--- src/rtl/timer_b_pkg.sv ---
// Constants for the second 16-bit timer unit: register map, field layout, reset values.
// Assumes an 8-bit register port with byte addresses; shared by the core and the bench.
package timer_b_pkg;

  // ==========================================================
  // Register addresses
  localparam logic [7:0] STATUS_CONTROL_ADDR = 8'h40;
  localparam logic [7:0] COUNTER_HIGH_ADDR = 8'h41;
  localparam logic [7:0] COUNTER_LOW_ADDR = 8'h42;
  localparam logic [7:0] MODULO_HIGH_ADDR = 8'h43;
  localparam logic [7:0] MODULO_LOW_ADDR = 8'h44;
  localparam logic [7:0] CH0_CONTROL_ADDR = 8'h45;
  localparam logic [7:0] CH_STRIDE = 8'h03;
  localparam logic [7:0] CH_HIGH_OFS = 8'h01;
  localparam logic [7:0] CH_LOW_OFS = 8'h02;

  // ==========================================================
  // Status and control fields
  localparam int SC_FLAG_BIT = 7;
  localparam int SC_IRQ_EN_BIT = 6;
  localparam int SC_STOP_BIT = 5;
  localparam int SC_RESET_BIT = 4;
  localparam int SC_PS_LSB = 0;
  localparam int PS_WIDTH = 3;

  // ==========================================================
  // Channel control fields
  localparam int CH_FLAG_BIT = 7;
  localparam int CH_IRQ_EN_BIT = 6;
  localparam int CH_BUF_BIT = 5;
  localparam int CH_UNBUF_BIT = 4;
  localparam int CH_ELS_LSB = 2;
  localparam int CH_TOV_BIT = 1;
  localparam int CH_MAX_BIT = 0;

  // ==========================================================
  // Encodings and reset values
  localparam logic [2:0] PS_EXTERNAL = 3'h7;
  localparam logic [2:0] PS_RESET = 3'h0;
  localparam int PRESCALE_WIDTH = 6;
  localparam logic [1:0] ELS_PORT = 2'h0;
  localparam logic [1:0] ELS_TOGGLE = 2'h1;
  localparam logic [1:0] ELS_CLEAR = 2'h2;
  localparam logic [1:0] ELS_SET = 2'h3;
  localparam logic [15:0] COUNT_ZERO = 16'h0000;
  localparam logic [15:0] MODULO_RESET = 16'hFFFF;
  localparam logic STOP_RESET = 1'b1;

endpackage

--- src/rtl/timer_b_counter_pwm_core.sv ---
// Timer unit core: prescaled 16-bit modulo counter, two capture/compare/PWM channels.
// Assumes a synchronous 8-bit register port and pin inputs synchronous to clk_i.
//
// What this block does
// - Channel 0 buffered select links both channels; it overrides unbuffered select.
// - Without toggle-on-overflow or full-duty force, nothing sets the level after a compare clear: 0% duty.
// - Full-duty force with toggle-on-overflow clear holds 100% duty level.
// - Overflow sets flag on rollover; interrupt only while enable set.
// - Capture or compare sets channel flag; interrupt only when enabled.
// - Wait mode keeps counting, blocks register access, interrupts wake.
// - Break halts the counter.
// - Break clear enable decides whether flags may be cleared during break.
// - First clear step before break; second step during break ignored unless enabled.
// - Select 111 counts the external pin and forces it to input.
// - Channels configure independently unless channel 0 buffered select links them; channel 0 captures gated CAN frame pulse.
// - Overflow flag clears by read-with-flag then write zero; events cancel.
// - Stop holds the counter; reset sets stop.
// - Counter reset bit clears counter and prescaler only, self-clearing.
// - Stop and counter reset together leave counter stopped at zero.
// - Select 000..110 divides bus clock by 1 to 64.
// - High byte read latches low byte until low byte read.
// - Low byte latch taken in break survives until low byte read.
// - Counter at modulo sets flag and restarts at zero next tick.
// - Modulo high write suppresses overflow flag until low written.
// - Toggle-on-overflow toggles pin; overflow beats simultaneous compare.
// - Full-duty force change takes effect from the next PWM period.
// - Compare high byte write blocks compares until low byte write.
//
// Local design decision: the strobed register port.
`timescale 1ns/10ps

module timer_b_counter_pwm_core import timer_b_pkg::*; (
  input wire logic clk_i,
  input wire logic resetn_i,
  input wire logic [7:0] addr_i,
  input wire logic [7:0] wdata_i,
  input wire logic wr_i,
  input wire logic rd_i,
  output logic [7:0] rdata_o,
  input wire logic wait_mode_i,
  input wire logic break_i,
  input wire logic break_clear_enable_i,
  input wire logic ext_count_clock_pin_i,
  output logic ext_count_clock_input_o,
  input wire logic channel0_pin_i,
  input wire logic channel1_pin_i,
  input wire logic can_frame_capture_pulse_i,
  input wire logic capture_link_enable_i,
  output logic channel0_pin_o,
  output logic channel0_pin_oe_o,
  output logic channel1_pin_o,
  output logic channel1_pin_oe_o,
  output logic overflow_irq_o,
  output logic channel0_irq_o,
  output logic channel1_irq_o,
  output logic wakeup_o
);

  // ==========================================================
  // State
  typedef struct packed {
    logic [15:0] cnt;
    logic [PRESCALE_WIDTH-1:0] pre;
    logic overflow_flag;
    logic tof_armed;
    logic overflow_irq_enable;
    logic stop;
    logic [2:0] ps;
    logic [15:0] modv;
    logic mod_pend;
    logic [7:0] low_latch;
    logic latched;
    logic ext_meta;
    logic ext_sync;
    logic ext_prev;
    logic msb0;
    logic buf_sel;
    logic buf_next;
    logic [1:0] chf;
    logic [1:0] chf_armed;
    logic [1:0] chie;
    logic [1:0] msa;
    logic [1:0] tov;
    logic [1:0] maxd;
    logic [1:0] maxd_eff;
    logic [1:0] hold;
    logic [1:0] pin_prev;
    logic [1:0] pin_level;
    logic [1:0] pin_oe;
    logic [1:0][1:0] els;
    logic [1:0][15:0] chv;
    logic [7:0] rdata;
    logic ovf_irq;
    logic [1:0] ch_irq;
    logic wake;
    logic ext_in;
  } state_t;

  state_t q;
  state_t next_q;
  logic acc_wr;
  logic acc_rd;
  logic flag_ok;
  logic run;
  logic tick;
  logic ovf;
  logic cnt_rst;
  logic ext_edge;
  logic [1:0] pin_in;
  logic [1:0] cmp_ev;

  // ==========================================================
  // Helpers
  function automatic logic prescale_tick(input logic [PRESCALE_WIDTH-1:0] pre, input logic [2:0] ps);
    logic [PRESCALE_WIDTH:0] full;
    full = (7'h01 << ps) - 7'h01;
    return (pre & full[PRESCALE_WIDTH-1:0]) == full[PRESCALE_WIDTH-1:0];
  endfunction

  function automatic logic [7:0] chan_addr(input int idx, input logic [7:0] ofs);
    logic [7:0] step;
    step = (idx == 0) ? 8'h00 : CH_STRIDE;
    return CH0_CONTROL_ADDR + step + ofs;
  endfunction

  // ==========================================================
  // Next state
  always_comb begin
    logic outmode;
    logic active;
    logic [15:0] cmp_val;
    logic hold_now;
    logic cap_ev;
    logic cmp;
    logic rise;
    logic fall;
    outmode = 1'b0;
    active = 1'b0;
    cmp_val = COUNT_ZERO;
    hold_now = 1'b0;
    cap_ev = 1'b0;
    cmp = 1'b0;
    rise = 1'b0;
    fall = 1'b0;
    next_q = q;
    pin_in = {channel1_pin_i, channel0_pin_i};
    cmp_ev = 2'h0;
    acc_wr = wr_i && !wait_mode_i;
    acc_rd = rd_i && !wait_mode_i;
    flag_ok = !break_i || break_clear_enable_i;
    next_q.rdata = 8'h00;

    // External clock: two-stage synchroniser, edge taken after it
    next_q.ext_meta = ext_count_clock_pin_i;
    next_q.ext_sync = q.ext_meta;
    next_q.ext_prev = q.ext_sync;
    ext_edge = q.ext_sync && !q.ext_prev;

    // Counter control register and counter/modulo bytes
    cnt_rst = acc_wr && addr_i == STATUS_CONTROL_ADDR && wdata_i[SC_RESET_BIT];
    if (acc_rd) begin
      unique case (addr_i)
        STATUS_CONTROL_ADDR: begin
          next_q.rdata = {q.overflow_flag, q.overflow_irq_enable, q.stop, 2'b00, q.ps};
          if (q.overflow_flag && flag_ok) begin
            next_q.tof_armed = 1'b1;
          end
        end
        COUNTER_HIGH_ADDR: begin
          next_q.rdata = q.cnt[15:8];
          if (!q.latched) begin
            next_q.low_latch = q.cnt[7:0];
            next_q.latched = 1'b1;
          end
        end
        COUNTER_LOW_ADDR: begin
          next_q.rdata = q.latched ? q.low_latch : q.cnt[7:0];
          next_q.latched = 1'b0;
        end
        MODULO_HIGH_ADDR: next_q.rdata = q.modv[15:8];
        MODULO_LOW_ADDR: next_q.rdata = q.modv[7:0];
        default: next_q.rdata = 8'h00;
      endcase
    end
    if (acc_wr) begin
      unique case (addr_i)
        STATUS_CONTROL_ADDR: begin
          next_q.overflow_irq_enable = wdata_i[SC_IRQ_EN_BIT];
          next_q.stop = wdata_i[SC_STOP_BIT];
          next_q.ps = wdata_i[SC_PS_LSB +: PS_WIDTH];
          if (!wdata_i[SC_FLAG_BIT] && q.tof_armed && flag_ok) begin
            next_q.overflow_flag = 1'b0;
            next_q.tof_armed = 1'b0;
          end
        end
        MODULO_HIGH_ADDR: begin
          next_q.modv[15:8] = wdata_i;
          next_q.mod_pend = 1'b1;
        end
        MODULO_LOW_ADDR: begin
          next_q.modv[7:0] = wdata_i;
          next_q.mod_pend = 1'b0;
        end
        default: next_q.mod_pend = q.mod_pend;
      endcase
    end

    // Prescaler and counter
    run = !q.stop && !break_i;
    tick = run && ((q.ps == PS_EXTERNAL) ? ext_edge : prescale_tick(q.pre, q.ps));
    ovf = tick && !cnt_rst && q.cnt == q.modv;
    if (cnt_rst) begin
      next_q.cnt = COUNT_ZERO;
      next_q.pre = '0;
    end else begin
      if (run) begin
        next_q.pre = q.pre + PRESCALE_WIDTH'(1);
      end
      if (tick) begin
        next_q.cnt = ovf ? COUNT_ZERO : q.cnt + 16'h0001;
      end
    end
    if (ovf && !q.mod_pend) begin
      next_q.overflow_flag = 1'b1;
      next_q.tof_armed = 1'b0;
    end
    if (ovf) begin
      next_q.buf_sel = q.buf_next;
      next_q.maxd_eff = q.maxd;
    end

    // Channels
    for (int i = 0; i < 2; i++) begin
      if (acc_rd) begin
        if (addr_i == chan_addr(i, 8'h00)) begin
          next_q.rdata = {q.chf[i], q.chie[i], (i == 0) ? q.msb0 : 1'b0, q.msa[i], q.els[i], q.tov[i], q.maxd[i]};
          if (q.chf[i] && flag_ok) begin
            next_q.chf_armed[i] = 1'b1;
          end
        end
        if (addr_i == chan_addr(i, CH_HIGH_OFS)) begin
          next_q.rdata = q.chv[i][15:8];
          if (!q.msa[i] && !(i == 0 && q.msb0)) begin
            next_q.hold[i] = 1'b1;
          end
        end
        if (addr_i == chan_addr(i, CH_LOW_OFS)) begin
          next_q.rdata = q.chv[i][7:0];
          if (!q.msa[i] && !(i == 0 && q.msb0)) begin
            next_q.hold[i] = 1'b0;
          end
        end
      end
      if (acc_wr) begin
        if (addr_i == chan_addr(i, 8'h00)) begin
          next_q.chie[i] = wdata_i[CH_IRQ_EN_BIT];
          next_q.msa[i] = wdata_i[CH_UNBUF_BIT];
          next_q.els[i] = wdata_i[CH_ELS_LSB +: 2];
          next_q.tov[i] = wdata_i[CH_TOV_BIT];
          next_q.maxd[i] = wdata_i[CH_MAX_BIT];
          if (i == 0) begin
            next_q.msb0 = wdata_i[CH_BUF_BIT];
          end
          if (!wdata_i[CH_FLAG_BIT] && q.chf_armed[i] && flag_ok) begin
            next_q.chf[i] = 1'b0;
            next_q.chf_armed[i] = 1'b0;
          end
        end
        if (addr_i == chan_addr(i, CH_HIGH_OFS)) begin
          next_q.chv[i][15:8] = wdata_i;
          if (q.msa[i] || q.msb0) begin
            next_q.hold[i] = 1'b1;
          end
        end
        if (addr_i == chan_addr(i, CH_LOW_OFS)) begin
          next_q.chv[i][7:0] = wdata_i;
          next_q.hold[i] = 1'b0;
          next_q.buf_next = (i == 1);
        end
      end

      // Mode decode; buffered select takes priority over unbuffered select
      active = (i == 0) || !q.msb0;
      outmode = (i == 0 && q.msb0) || q.msa[i];
      cmp_val = (i == 0 && q.msb0) ? q.chv[q.buf_sel] : q.chv[i];
      hold_now = (i == 0 && q.msb0) ? q.hold[q.buf_sel] : q.hold[i];
      next_q.pin_prev[i] = pin_in[i];
      rise = pin_in[i] && !q.pin_prev[i];
      fall = !pin_in[i] && q.pin_prev[i];
      cap_ev = 1'b0;
      cmp = 1'b0;

      if (!active || q.els[i] == ELS_PORT) begin
        next_q.pin_oe[i] = 1'b0;
        next_q.pin_level[i] = !q.msa[i];
      end else if (!outmode) begin
        next_q.pin_oe[i] = 1'b0;
        unique case (q.els[i])
          ELS_TOGGLE: cap_ev = rise;
          ELS_CLEAR: cap_ev = fall;
          ELS_SET: cap_ev = rise || fall;
          default: cap_ev = 1'b0;
        endcase
        if (i == 0 && can_frame_capture_pulse_i && capture_link_enable_i) begin
          cap_ev = 1'b1;
        end
        if (cap_ev && !q.hold[i]) begin
          next_q.chv[i] = q.cnt;
          next_q.chf[i] = 1'b1;
          next_q.chf_armed[i] = 1'b0;
        end
      end else begin
        next_q.pin_oe[i] = 1'b1;
        cmp = tick && q.cnt == cmp_val && !hold_now;
        if (cmp) begin
          next_q.chf[i] = 1'b1;
          next_q.chf_armed[i] = 1'b0;
        end
        if (q.maxd_eff[i] && !q.tov[i]) begin
          next_q.pin_level[i] = (q.els[i] == ELS_CLEAR);
        end else if (ovf && q.tov[i]) begin
          next_q.pin_level[i] = !q.pin_level[i];
        end else if (cmp) begin
          unique case (q.els[i])
            ELS_TOGGLE: next_q.pin_level[i] = !q.pin_level[i];
            ELS_CLEAR: next_q.pin_level[i] = 1'b0;
            ELS_SET: next_q.pin_level[i] = 1'b1;
            default: next_q.pin_level[i] = q.pin_level[i];
          endcase
        end
      end
      cmp_ev[i] = cmp;
    end

    // Interrupt levels and pin direction force
    next_q.ovf_irq = next_q.overflow_flag && next_q.overflow_irq_enable;
    next_q.ch_irq = next_q.chf & next_q.chie;
    next_q.wake = next_q.ovf_irq || (|next_q.ch_irq);
    next_q.ext_in = next_q.ps == PS_EXTERNAL;
  end

  // ==========================================================
  // State register
  always_ff @(posedge clk_i or negedge resetn_i) begin
    if (!resetn_i) begin
      q <= '0;
      q.stop <= STOP_RESET;
      q.modv <= MODULO_RESET;
      q.ps <= PS_RESET;
    end else begin
      q <= next_q;
    end
  end

  assign rdata_o = q.rdata;
  assign ext_count_clock_input_o = q.ext_in;
  assign channel0_pin_o = q.pin_level[0];
  assign channel1_pin_o = q.pin_level[1];
  assign channel0_pin_oe_o = q.pin_oe[0];
  assign channel1_pin_oe_o = q.pin_oe[1];
  assign overflow_irq_o = q.ovf_irq;
  assign channel0_irq_o = q.ch_irq[0];
  assign channel1_irq_o = q.ch_irq[1];
  assign wakeup_o = q.wake;
endmodule

--- config.mk ---
export PLATFORM = sky130hd
export DESIGN_NAME = timer_b_counter_pwm_core
export DESIGN_NICKNAME = d
export VERILOG_FILES = /design/src/rtl/timer_b_pkg.sv /design/src/rtl/timer_b_counter_pwm_core.sv
export SDC_FILE = /design/constraint.sdc
export NUM_CORES = 1
export LEC_CHECK = 0
export BUFFER_PORTS_ARGS = -buffer_cell sky130_fd_sc_hd__buf_2
export CAP_MARGIN = 20
export CORE_AREA = 3 3 143 145
export DETAILED_ROUTE_END_ITERATION = 12
export DIE_AREA = 0 0 146 148
export PLACE_DENSITY = 0.59
export RECOVER_POWER = 25
export SLEW_MARGIN = 15
export SYNTH_ARGS = -nofsm -noshare
export SYNTH_HDL_FRONTEND = slang
export SYNTH_SLANG_ARGS = --single-unit
--- constraint.sdc ---
create_clock -name clk_i -period 3.7 [get_ports clk_i]
set_input_delay 0.185 -clock clk_i [delete_from_list [all_inputs] [get_ports clk_i]]
set_output_delay 0.185 -clock clk_i [all_outputs]
set_load 0.1 [all_outputs]
* Word level (Yosys, flattened, before mapping) *
Index checks and enable logic that the tools add are counted.

word-level totals
  register bits after elaboration = 132
  latch bits = 0
  memory bits (writable) = 0
  bits in read-only memories = 0
  input port bits = 28
  output and inout bits = 17
  logic and storage cells = 287
  memories kept = 0

cells by class
  add/sub/neg operators = 3
  $mul = 0
  div/mod/pow operators = 0
  order comparisons = 1
  eq/ne operators = 23
  shifts and indexed selects = 1
  mux-type cells = 127
  bitwise logic cells = 3
  reductions and logical operators = 87

operators with widths
  cell                                                             number
  16-bit two-way mux                                               13
  8-bit two-way mux                                                16
  8-bit by 7-bit == test with 1-bit output, second input constant  11
  1-bit two-way mux                                                84
  16-bit == test                                                   3
  8-bit case mux with 5 select lines                               1
  1-bit logical AND                                                36
  24-bit two-way mux                                               1
  22-bit two-way mux                                               1
  1-bit zero test                                                  21
  16-bit by 1-bit adder with 16-bit output, second input constant  1
  2-bit AND reduction                                              7
  1-bit case mux with 3 select lines                               4
  2-bit nonzero test                                               6
  6-bit nonzero test                                               2
  3-bit AND reduction                                              3
  2-bit == test, second input constant                             4
  4-bit nonzero test                                               2
  1-bit logical OR                                                 7
  7-bit two-way mux                                                1
  6-bit by 1-bit adder with 6-bit output, second input constant    1
  6-bit AND                                                        1
  3-bit == test, second input constant                             2
  6-bit == test                                                    1
  11 further kinds                                                 16

* Longest topological paths before layout *
Gate-level depths: netlist of run 1.

  word-level depth = 14
  mapped depth = 10
  mapped depth without buffers = 9

* Worst setup path after synthesis of run 1 *
Ideal clock, no wire load.

  kind = register to register
  start = reg q[126] (netlist name)
  end = reg q (netlist bit channel1_pin_o)
  setup time = 0.083 ns
  arrival = 2.038 ns
  data required time = 3.617 ns
  path slack = 1.579 ns
  stages on the path, launching flop included = 9
  buffers on the path = 1
  clock period less this slack = 2.121 ns
  cells stage by stage = dfrtp_1 > clkbuf_1 > xor2_1 > nor4_1 > nand4_1 > nor4_4 > nand2_1 > a211o_1 > o22ai_1

on the way
  word-level cells in the longest chain between the ends = 7
  elaborated cells between the ends (all ways) = 13
  classes of those cells = 2 x eq/ne; 4 x mux; 7 x reduce/logical

RTL lines
  element                 RTL line                         RTL
  from (decl)             timer_b_counter_pwm_core.sv:99   state_t q;
  from (signal assigned)  timer_b_counter_pwm_core.sv:351  q <= next_q;
  16-bit == test          timer_b_counter_pwm_core.sv:211  ovf = tick && !cnt_rst && q.cnt == q.modv;
  1-bit logical AND       timer_b_counter_pwm_core.sv:211
  1-bit logical AND       timer_b_counter_pwm_core.sv:321  end else if (ovf && q.tov[i]) begin
  1-bit two-way mux       timer_b_counter_pwm_core.sv:321
  1-bit two-way mux       timer_b_counter_pwm_core.sv:319  if (q.maxd_eff[i] && !q.tov[i]) begin
  1-bit two-way mux       timer_b_counter_pwm_core.sv:296  end else if (!outmode) begin
  1-bit two-way mux       timer_b_counter_pwm_core.sv:293  if (!active || q.els[i] == ELS_PORT) begin

Parallel ways exist; a longest one is shown, timed or not. The select of a mux whose other input is x is not followed.
A chain may end at the register's enable or synchronous reset.

* Worst setup path in the final report of run 1 *
  start = reg q[73] (netlist name)
  end = reg q (netlist bit channel0_pin_o)

on the way
  word-level cells in the longest chain between the ends = 6
  elaborated cells between the ends (all ways) = 10
  classes of those cells = 1 x eq/ne; 2 x mux; 7 x reduce/logical

RTL lines
  element                          RTL line                         RTL
  16-bit two-way mux               timer_b_counter_pwm_core.sv:285  cmp_val = (i == 0 && q.msb0) ? q.chv[q.buf_sel] : q.chv[i];
  16-bit == test                   timer_b_counter_pwm_core.sv:314  cmp = tick && q.cnt == cmp_val && !hold_now;
  1-bit logical AND (2 in a row)   timer_b_counter_pwm_core.sv:314
  4-bit nonzero test (no line)     -
  3-bit AND reduction (no line) *  -

Mark *: on every way between the ends. The rest lies on a longest branch, timed or not.

==> results of run 1 <==
report_power, final:
part / switching, W / internal, W
Sequential: 0.000234 / 0.00161
Combinational: 0.000460 / 0.000346
Clock: 0.000683 / 0.00102
Total: 0.00138 / 0.00298
area by class of cell:
type,instances,area (sq um),area share [%]
clock buffer,19,442.9,5.087
clock inverter,13,148.9,1.710
inverter,20,75.07,0.8622
multi-input combinational,578,4003,45.97
sequential,132,3324,38.18
tap,265,331.6,3.808
timing repair buffer,65,381.6,4.383
cells in the mapped netlist, drive strengths merged, types with 7 or more instances:
library cell,n
nand4,10
o21ai,58
buf,28
dfstp,17
inv,20
nor2,70
o22ai,8
clkbuf,37
nand3,13
nand2,58
a21o,8
a22oi,7
dfrtp,115
mux2,45
and3,12
nand2b,10
nor4,14
xnor2,12
mux2i,59
a21oi,47
xor2,41
nor2b,11
nor3,14
path summary, 6_finish.rpt:
path,to
min in group asynchronous,overflow_irq_o
max in group asynchronous,q[99]
setup / recovery,channel0_pin_o
hold / removal,q[111]
hold reg to reg,next_q[74]
setup reg to reg,channel0_pin_o
through the flow:
step           power [W]  hold WS (ns)  utilization, %
2_1_floorplan   0.002362       -0.1106               -
3_3_place_gp    0.002648        0.2927           41.83
3_5_place_dp    0.002660        0.2949           41.83
4_1_cts         0.004368        0.1171           45.10
5_1_grt         0.004582        0.1705           45.03
6_report        0.004353        0.1387           45.03
kinds of logic after synthesis:
| family | count (synthesis) | synth area share [%] |
|---|---|---|
| xor gates and xnor gates | 53 | 6.027 |
| adders and majority gates | 6 | 0.9746 |
| buffers and inverters | 85 | 4.954 |
| and+or+nand+nor | 233 | 15.84 |
| muxes | 105 | 14.54 |
| DFF | 132 | 43.16 |
| AOI/OAI and AO/OA | 181 | 14.51 |
worst reg2reg max path: stages (launching register included):
cell and delay [ns]:
dfrtp_1 0.52, clkbuf_1 0.42, nand3_1 0.11, or3_1 0.33, nand3_1 0.09, o31ai_1 0.10, nor4_2 0.66, a21oi_1 0.17
o31ai_1 0.28
routing by layer:
layer	track usage, %	up-vias	routed length (um)
met5	0	-	0
met4	9.219	0	787
met3	3.801	55	1368
met2	33.73	241	10510
met1	31.22	3017	10700
li1	-	2870	-
what timing repair did:
action                    CTS  global route
setup buffers               0             0
hold buffers                4             0
hold endpoints to repair   91             0
==> metrics.md, run 1 <==
| Metric | Value |
|---|---|
| Largest register FFs | `113` |
| Largest net degree at the start of global routing | `slightly below 100` |
| Req. time, crit path | `about 4 ns` |
| Most frequent cells in the layout | `dfrtp_1, nor2_1, mux2i_1` |
| Clock sinks | `roughly 130` |
| CP Cell Sequence | `clkbuf_1 -> nand3_1 -> or3_1 -> nand3_1 -> o31ai_1 -> nor4_2 -> a21oi_1 -> o31ai_1` |
| Fin crit period | `2.779 ns` |
| GRT overflow | `0` |
| Drt wl/cell | `roughly 21 um` |
| Final WL | `between 20,000 and 25,000 um` |
| Fmax | `359.8 MHz` |
| IO Pins | `45` |
| Clk root buf | `clkbuf_16` |
| Final Skew | `0.009522 ns` |
| WP depth | `8` |
| DP Area | `0.008088 sq mm` |
| Initial antenna violation count | `0` |
| Port Buffers | `44` |
| Final period util | `75.12%` |
| Full die area | `between 0.02 and 0.025 sq mm` |
| Post-synth EDFFs | `0` |
| CP bufs+invs | `1` |
| Clock tree buffer depth | `2` |
| Peak supply drop | `0.2754 mV` |
| DP Cell Count | `1,056` |
| Ant. Diodes | `0` |
| Top FF cell, synth | `dfrtp_1` |
| Worst Path Arrival | `3.10 ns` |
| Worst Setup Slack post-DPL | `~0.95 ns` |
| DRC | `0` |
| Slew headroom | `-60.78%` |
| Fill cells | `1,873` |
| Worst r2r path cells | `8` |
| RSZ-0062 raised after global routing | `no` |
| Power Density | `approximately 500 mW/mm^2` |
| Nets | `848` |
| Skew-Pair Late Insertion Delay | `0.43 ns` |
| Post-synth ARST share | `100.0%` |
| Synthesized area | `0.007702 sq mm` |
| Initial core utilization | `between 30% and 40%` |
| Setup slack, reg-to-reg | `0.92 ns` |
| Final GP Congestion | `0.9604` |
| Via count | `6,183` |
| WS Path Type | `reg -> reg` |
| Status | `finished with violations` |
| Hold Startpoint | `break_i` |
| Reg-to-Reg Start | `q[73]` |
| 1st-pass router iterations | `7` |
| Maxcap violations | `1` |
| Remaining antenna violation count | `0` |
| Register area share after synthesis | `a little over two fifths` |
| Final Max Slew Viols | `98` |
| Reg with most FFs | `q` |
| Crit. End Element | `register` |
| Hold Path Cell Cnt | `3` |
| Leak pwr | `4.095 nW` |
| Fin cells | `1,092` |
| Worst slew pin tran | `around 2.4 ns` |
| Vias per cell | `approximately 5.7` |
| Layout cells sized above 1 | `between 20% and 30%` |
| CTS tree | `done` |
| Num rows | `between 50 and 60` |
| Hpwl dp | `around 16,000 um` |
| Crit Path Max Fanout | `11` |
| Critical path startpoint category | `register` |
| Final setup viols | `0` |
| Total CTS buffers | `17` |
| Vias in the first global route | `6,083` |
| GRT Util Overall | `22.09%` |
| Netlist cell types | `70` |
| Number of gates resized after cts | `0` |
| Crit path largest cell delay | `around 0.66 ns` |
| Failing checks | `max-capacitance violations, max-slew violations` |
| Core area | `0.01933 sq mm` |
| H-Tree Depth | `4` |
| DR iter-0 viols | `565` |
| Slowest library cell on the worst path | `nor4_2` |
| Syn_area_per_cell | `9.689 sq um` |
| Synth area leaders | `dfrtp_1, mux2i_1, mux2_2` |
| Hold Crit Class | `in -> reg` |
| Worst-path clk slew | `~0.060 ns` |
| Syn. warnings | `0` |
| Die X | `146 um` |
| Final setup margin | `0.9207 ns` |
| CP delay by family, top | `simple AND/OR/NAND/NOR gates` |
| Gate Count Post-Synth | `795` |
| Final instance area | `0.008707 sq mm` |
| First-pass GRT wire length | `36,650 um` |
| Crit. Startpoint | `q[73]` |
| Top cell type's share of synthesized area | `37.36%` |
| Syn_nets | `~830` |
| Final hold vios | `0` |
| Die Y | `148 um` |
| Area Overhead vs Synth | `13.04%` |
| Most common cell after layout, fill and taps aside | `dfrtp_1` |
| Area leader, netlist | `dfrtp_1` |
| Final setup TNS | `0 ns` |
| #FFs+latches synth | `132` |
No activity file was read; power rests on OpenSTA's default activity.
==> run 2: changes to the inputs <==
--- a/config.mk
+++ b/config.mk
@@ -10,7 +10,7 @@
 export CORE_AREA = 3 3 143 145
 export DETAILED_ROUTE_END_ITERATION = 12
 export DIE_AREA = 0 0 146 148
-export PLACE_DENSITY = 0.59
+export PLACE_DENSITY = 0.61
 export RECOVER_POWER = 25
 export SLEW_MARGIN = 15
 export SYNTH_ARGS = -nofsm -noshare
==> constraint.sdc (replaced) <==
create_clock -name clk_i -period 2.5 [get_ports clk_i]
set_input_delay 0.125 -clock clk_i [delete_from_list [all_inputs] [get_ports clk_i]]
set_output_delay 0.125 -clock clk_i [all_outputs]
set_load 0.1 [all_outputs]
==> run 2 against run 1 <==
The flow still finishes with violations (max-capacitance violations, max-slew violations); sequential cell count is the same; register-to-register slack worse by 0.81 ns; clock power rose by 49%; sequential share of layout area is 1.9 points lower; total power grew 51%; first-iteration DRC count grew 26%; die area unchanged; clock skew grew 0.00074 ns; via count increased by 4.5%; critical path depth stayed put; largest cell class unchanged; utilization up 2.4 points; combinational power grew 69%; critical endpoint is now channel1_pin_o; critical path type unchanged.
==> metrics.md, run 2 (synthesis results as in run 1) <==
| Metric | Value |
|---|---|
| Vias per cell | `5.636 (-0.46%)` |
| Vias in the first global route | `6,280 (+3.2%)` |
| Worst setup endpoint | `channel1_pin_o` |
| IO Pins | `45 (unchanged)` |
| Req. time, crit path | `2.85 ns (-1.18 ns)` |
| Power Density | `717.3 mW/mm^2 (+43%)` |
| Die X | `146 um (unchanged)` |
| DP Cell Count | `1,109 (+5.0%)` |
| Combinational group share of total power | `20.6% (+2.1 points)` |
| DRC | `0 (unchanged)` |
| Fmax | `417.9 MHz (+16%)` |
| Reg with most FFs | `q` |
| Clk pwr share | `38.4% (-0.7 points)` |
| Area Overhead vs Synth | `19.12%` |
| Clock tree buffer depth | `2 (unchanged)` |
| CTS tree | `done` |
| Via count | `6,459 (+4.5%)` |
| Remaining antenna violation count | `0 (unchanged)` |
| Nets | `902 (+6.4%)` |
| Final setup viols | `0 (unchanged)` |
| Seq pwr share | `41.0% (-1.4 points)` |
| GRT Util Overall | `22.78% (+0.69 points)` |
| Fin crit period | `2.393 ns (-0.3863 ns)` |
| Final WL | `24,190 um (+3.5%)` |
| Worst slew pin tran | `1.564 ns (-0.8473 ns)` |
| Crit. Startpoint | `q[117]` |
| Hpwl dp | `17,520 um (+7.3%)` |
| Hold Crit Class | `in -> reg` |
| Slew headroom | `-4.295% (+56 points)` |
| Status | `finished with violations` |
| Final hold vios | `0 (unchanged)` |
| Worst-path clk slew | `0.06 ns (about the same)` |
| Drt wl/cell | `21.11 um (-1.4%)` |
| NetSw | `0.002060 W (+50%)` |
| Worst r2r path cells | `8 (unchanged)` |
| DR iter-0 viols | `711 (+26%)` |
| Power Internal | `0.004521 W (+52%)` |
| 1st-pass router iterations | `5 (-2)` |
| Ant. Diodes | `0 (unchanged)` |
| Final Skew | `0.01026 ns (+0.0007369 ns)` |
| Most common cell after layout, fill and taps aside | `dfrtp_1` |
| Initial core utilization | `39.84% (unchanged)` |
| Skew-Pair Late Insertion Delay | `0.43 ns (about the same)` |
| Leak pwr | `4.386 nW (+7.1%)` |
| Reg2reg end | `channel1_pin_o` |
| Layout cells sized above 1 | `25.77% (+5.6 points)` |
| Clock sinks | `132 (unchanged)` |
| Clk root buf | `clkbuf_16` |
| Final period util | `95.72% (+21 points)` |
| GRT overflow | `0 (unchanged)` |
| WS Path Type | `reg -> reg` |
| Crit. End Element | `register` |
| Maxcap violations | `1 (unchanged)` |
| Largest register FFs | `113 (unchanged)` |
| Reg-to-Reg Start | `q[117]` |
| Num rows | `51 (unchanged)` |
| Final Max Slew Viols | `59 (-40%)` |
| Most frequent cells in the layout | `dfrtp_1, buf_4, nor2_1` |
| Peak supply drop | `0.4070 mV (+48%)` |
| Total power | `0.006581 W (+51%)` |
| Final GP Congestion | `0.9876 (+2.8%)` |
| Failing checks | `max-capacitance violations, max-slew violations` |
| Port Buffers | `44 (unchanged)` |
| H-Tree Depth | `4 (unchanged)` |
| Setup slack, reg-to-reg | `0.11 ns (-0.81 ns)` |
| Initial antenna violation count | `1 (+1)` |
| First-pass GRT wire length | `37,720 um (+2.9%)` |
| Core area | `0.01933 sq mm (unchanged)` |
| Worst Path Arrival | `2.74 ns (-0.36 ns)` |
| Die Y | `148 um (unchanged)` |
| Largest net degree at the start of global routing | `60 (-39%)` |
| Fin cells | `1,146 (+4.9%)` |
| Crit Path Max Fanout | `7 (-4)` |
| Sw Share | `31.30% (-0.33 points)` |
| Full die area | `0.02161 sq mm (unchanged)` |
| Critical path startpoint category | `register` |
| Total CTS buffers | `17 (unchanged)` |
[run 2: cell types whose count changed in the layout (fill, tap and decap cells not counted), sizes merged]
cell	delta
buf	+55
inv	-2
clkbuf	+1
clkinv	-1
clkinvlp	+1
[run 2: worst max-delay path, stage by stage, from the launching register on]
cell	delay, ns
dfrtp_1	0.47
xor2_1	0.18
nor4_1	0.33
nand4_1	0.29
nor4_4	0.26
buf_4	0.21
nand2_1	0.10
a211o_1	0.32
o22ai_1	0.15
[run 2: per-layer routing]
| metal | track usage [%] | vias to the layer above | wire (um) |
|---|---|---|---|
| met4 | 10.16 | 2 | 983 |
| met2 | 34.80 | 279 | 10790 |
| li1 | - | 2971 | - |
| met1 | 31.51 | 3149 | 10730 |
| met5 | 0 | - | 13 |
| met3 | 4.568 | 58 | 1669 |
[run 2: layout make-up]
class / count / area (sq um)
Sequential cell: 132 / 3327
Multi-Input combinational cell: 578 / 4029
Clock inverter: 11 / 126.4
Clock buffer: 21 / 470.5
Timing Repair Buffer: 119 / 815.8
Inverter: 20 / 75.07
Fill cell: 1837 / 10160
Tap cell: 265 / 331.6
[run 2: worst min path at each step]
stage / startpoint / end / slack [ns] / cells after the start
floorplan: resetn_i / channel0_irq_o / -0.17 / 0
global placement: resetn_i / q[45] / 0.14 / 1
detailed placement: resetn_i / q[45] / 0.13 / 1
CTS: break_i / q[111] / 0.06 / 3
global route: break_i / q[111] / 0.09 / 3
finish: break_i / q[111] / 0.08 / 3
[run 2: per-stage QoR]
step,worst slack [ns],area [sq um],hold slack [ns],util [%],TNS [ns]
2_1_floorplan,0.3789,7702,-0.1706,-,0
5_1_grt,-0.001517,9175,0.08845,47.45,-0.001517
3_3_place_gp,0.1108,8511,0.1391,44.02,0
3_5_place_dp,0.04142,8511,0.1330,44.02,0
6_report,0.1070,9175,0.08283,47.45,0
4_1_cts,0.01419,9148,0.06195,47.31,0
[run 2: timing repair]
action,in CTS,in global routing
setup buffers,0,1
endpoints found under the setup margin,0,6
gates resized for setup,0,6
hold buffers,4,0
hold endpoints to repair,60,0
[run 2: power groups by stage]
stage	combinational [W]	clock [W]	sequential [W]
after floorplan	0.000886	0	0.00261
after global placement	0.00129	0	0.00271
after detailed placement	0.00130	0	0.00272
after CTS	0.00131	0.00256	0.00268
after global routing	0.00151	0.00265	0.00272
final	0.00136	0.00253	0.00270
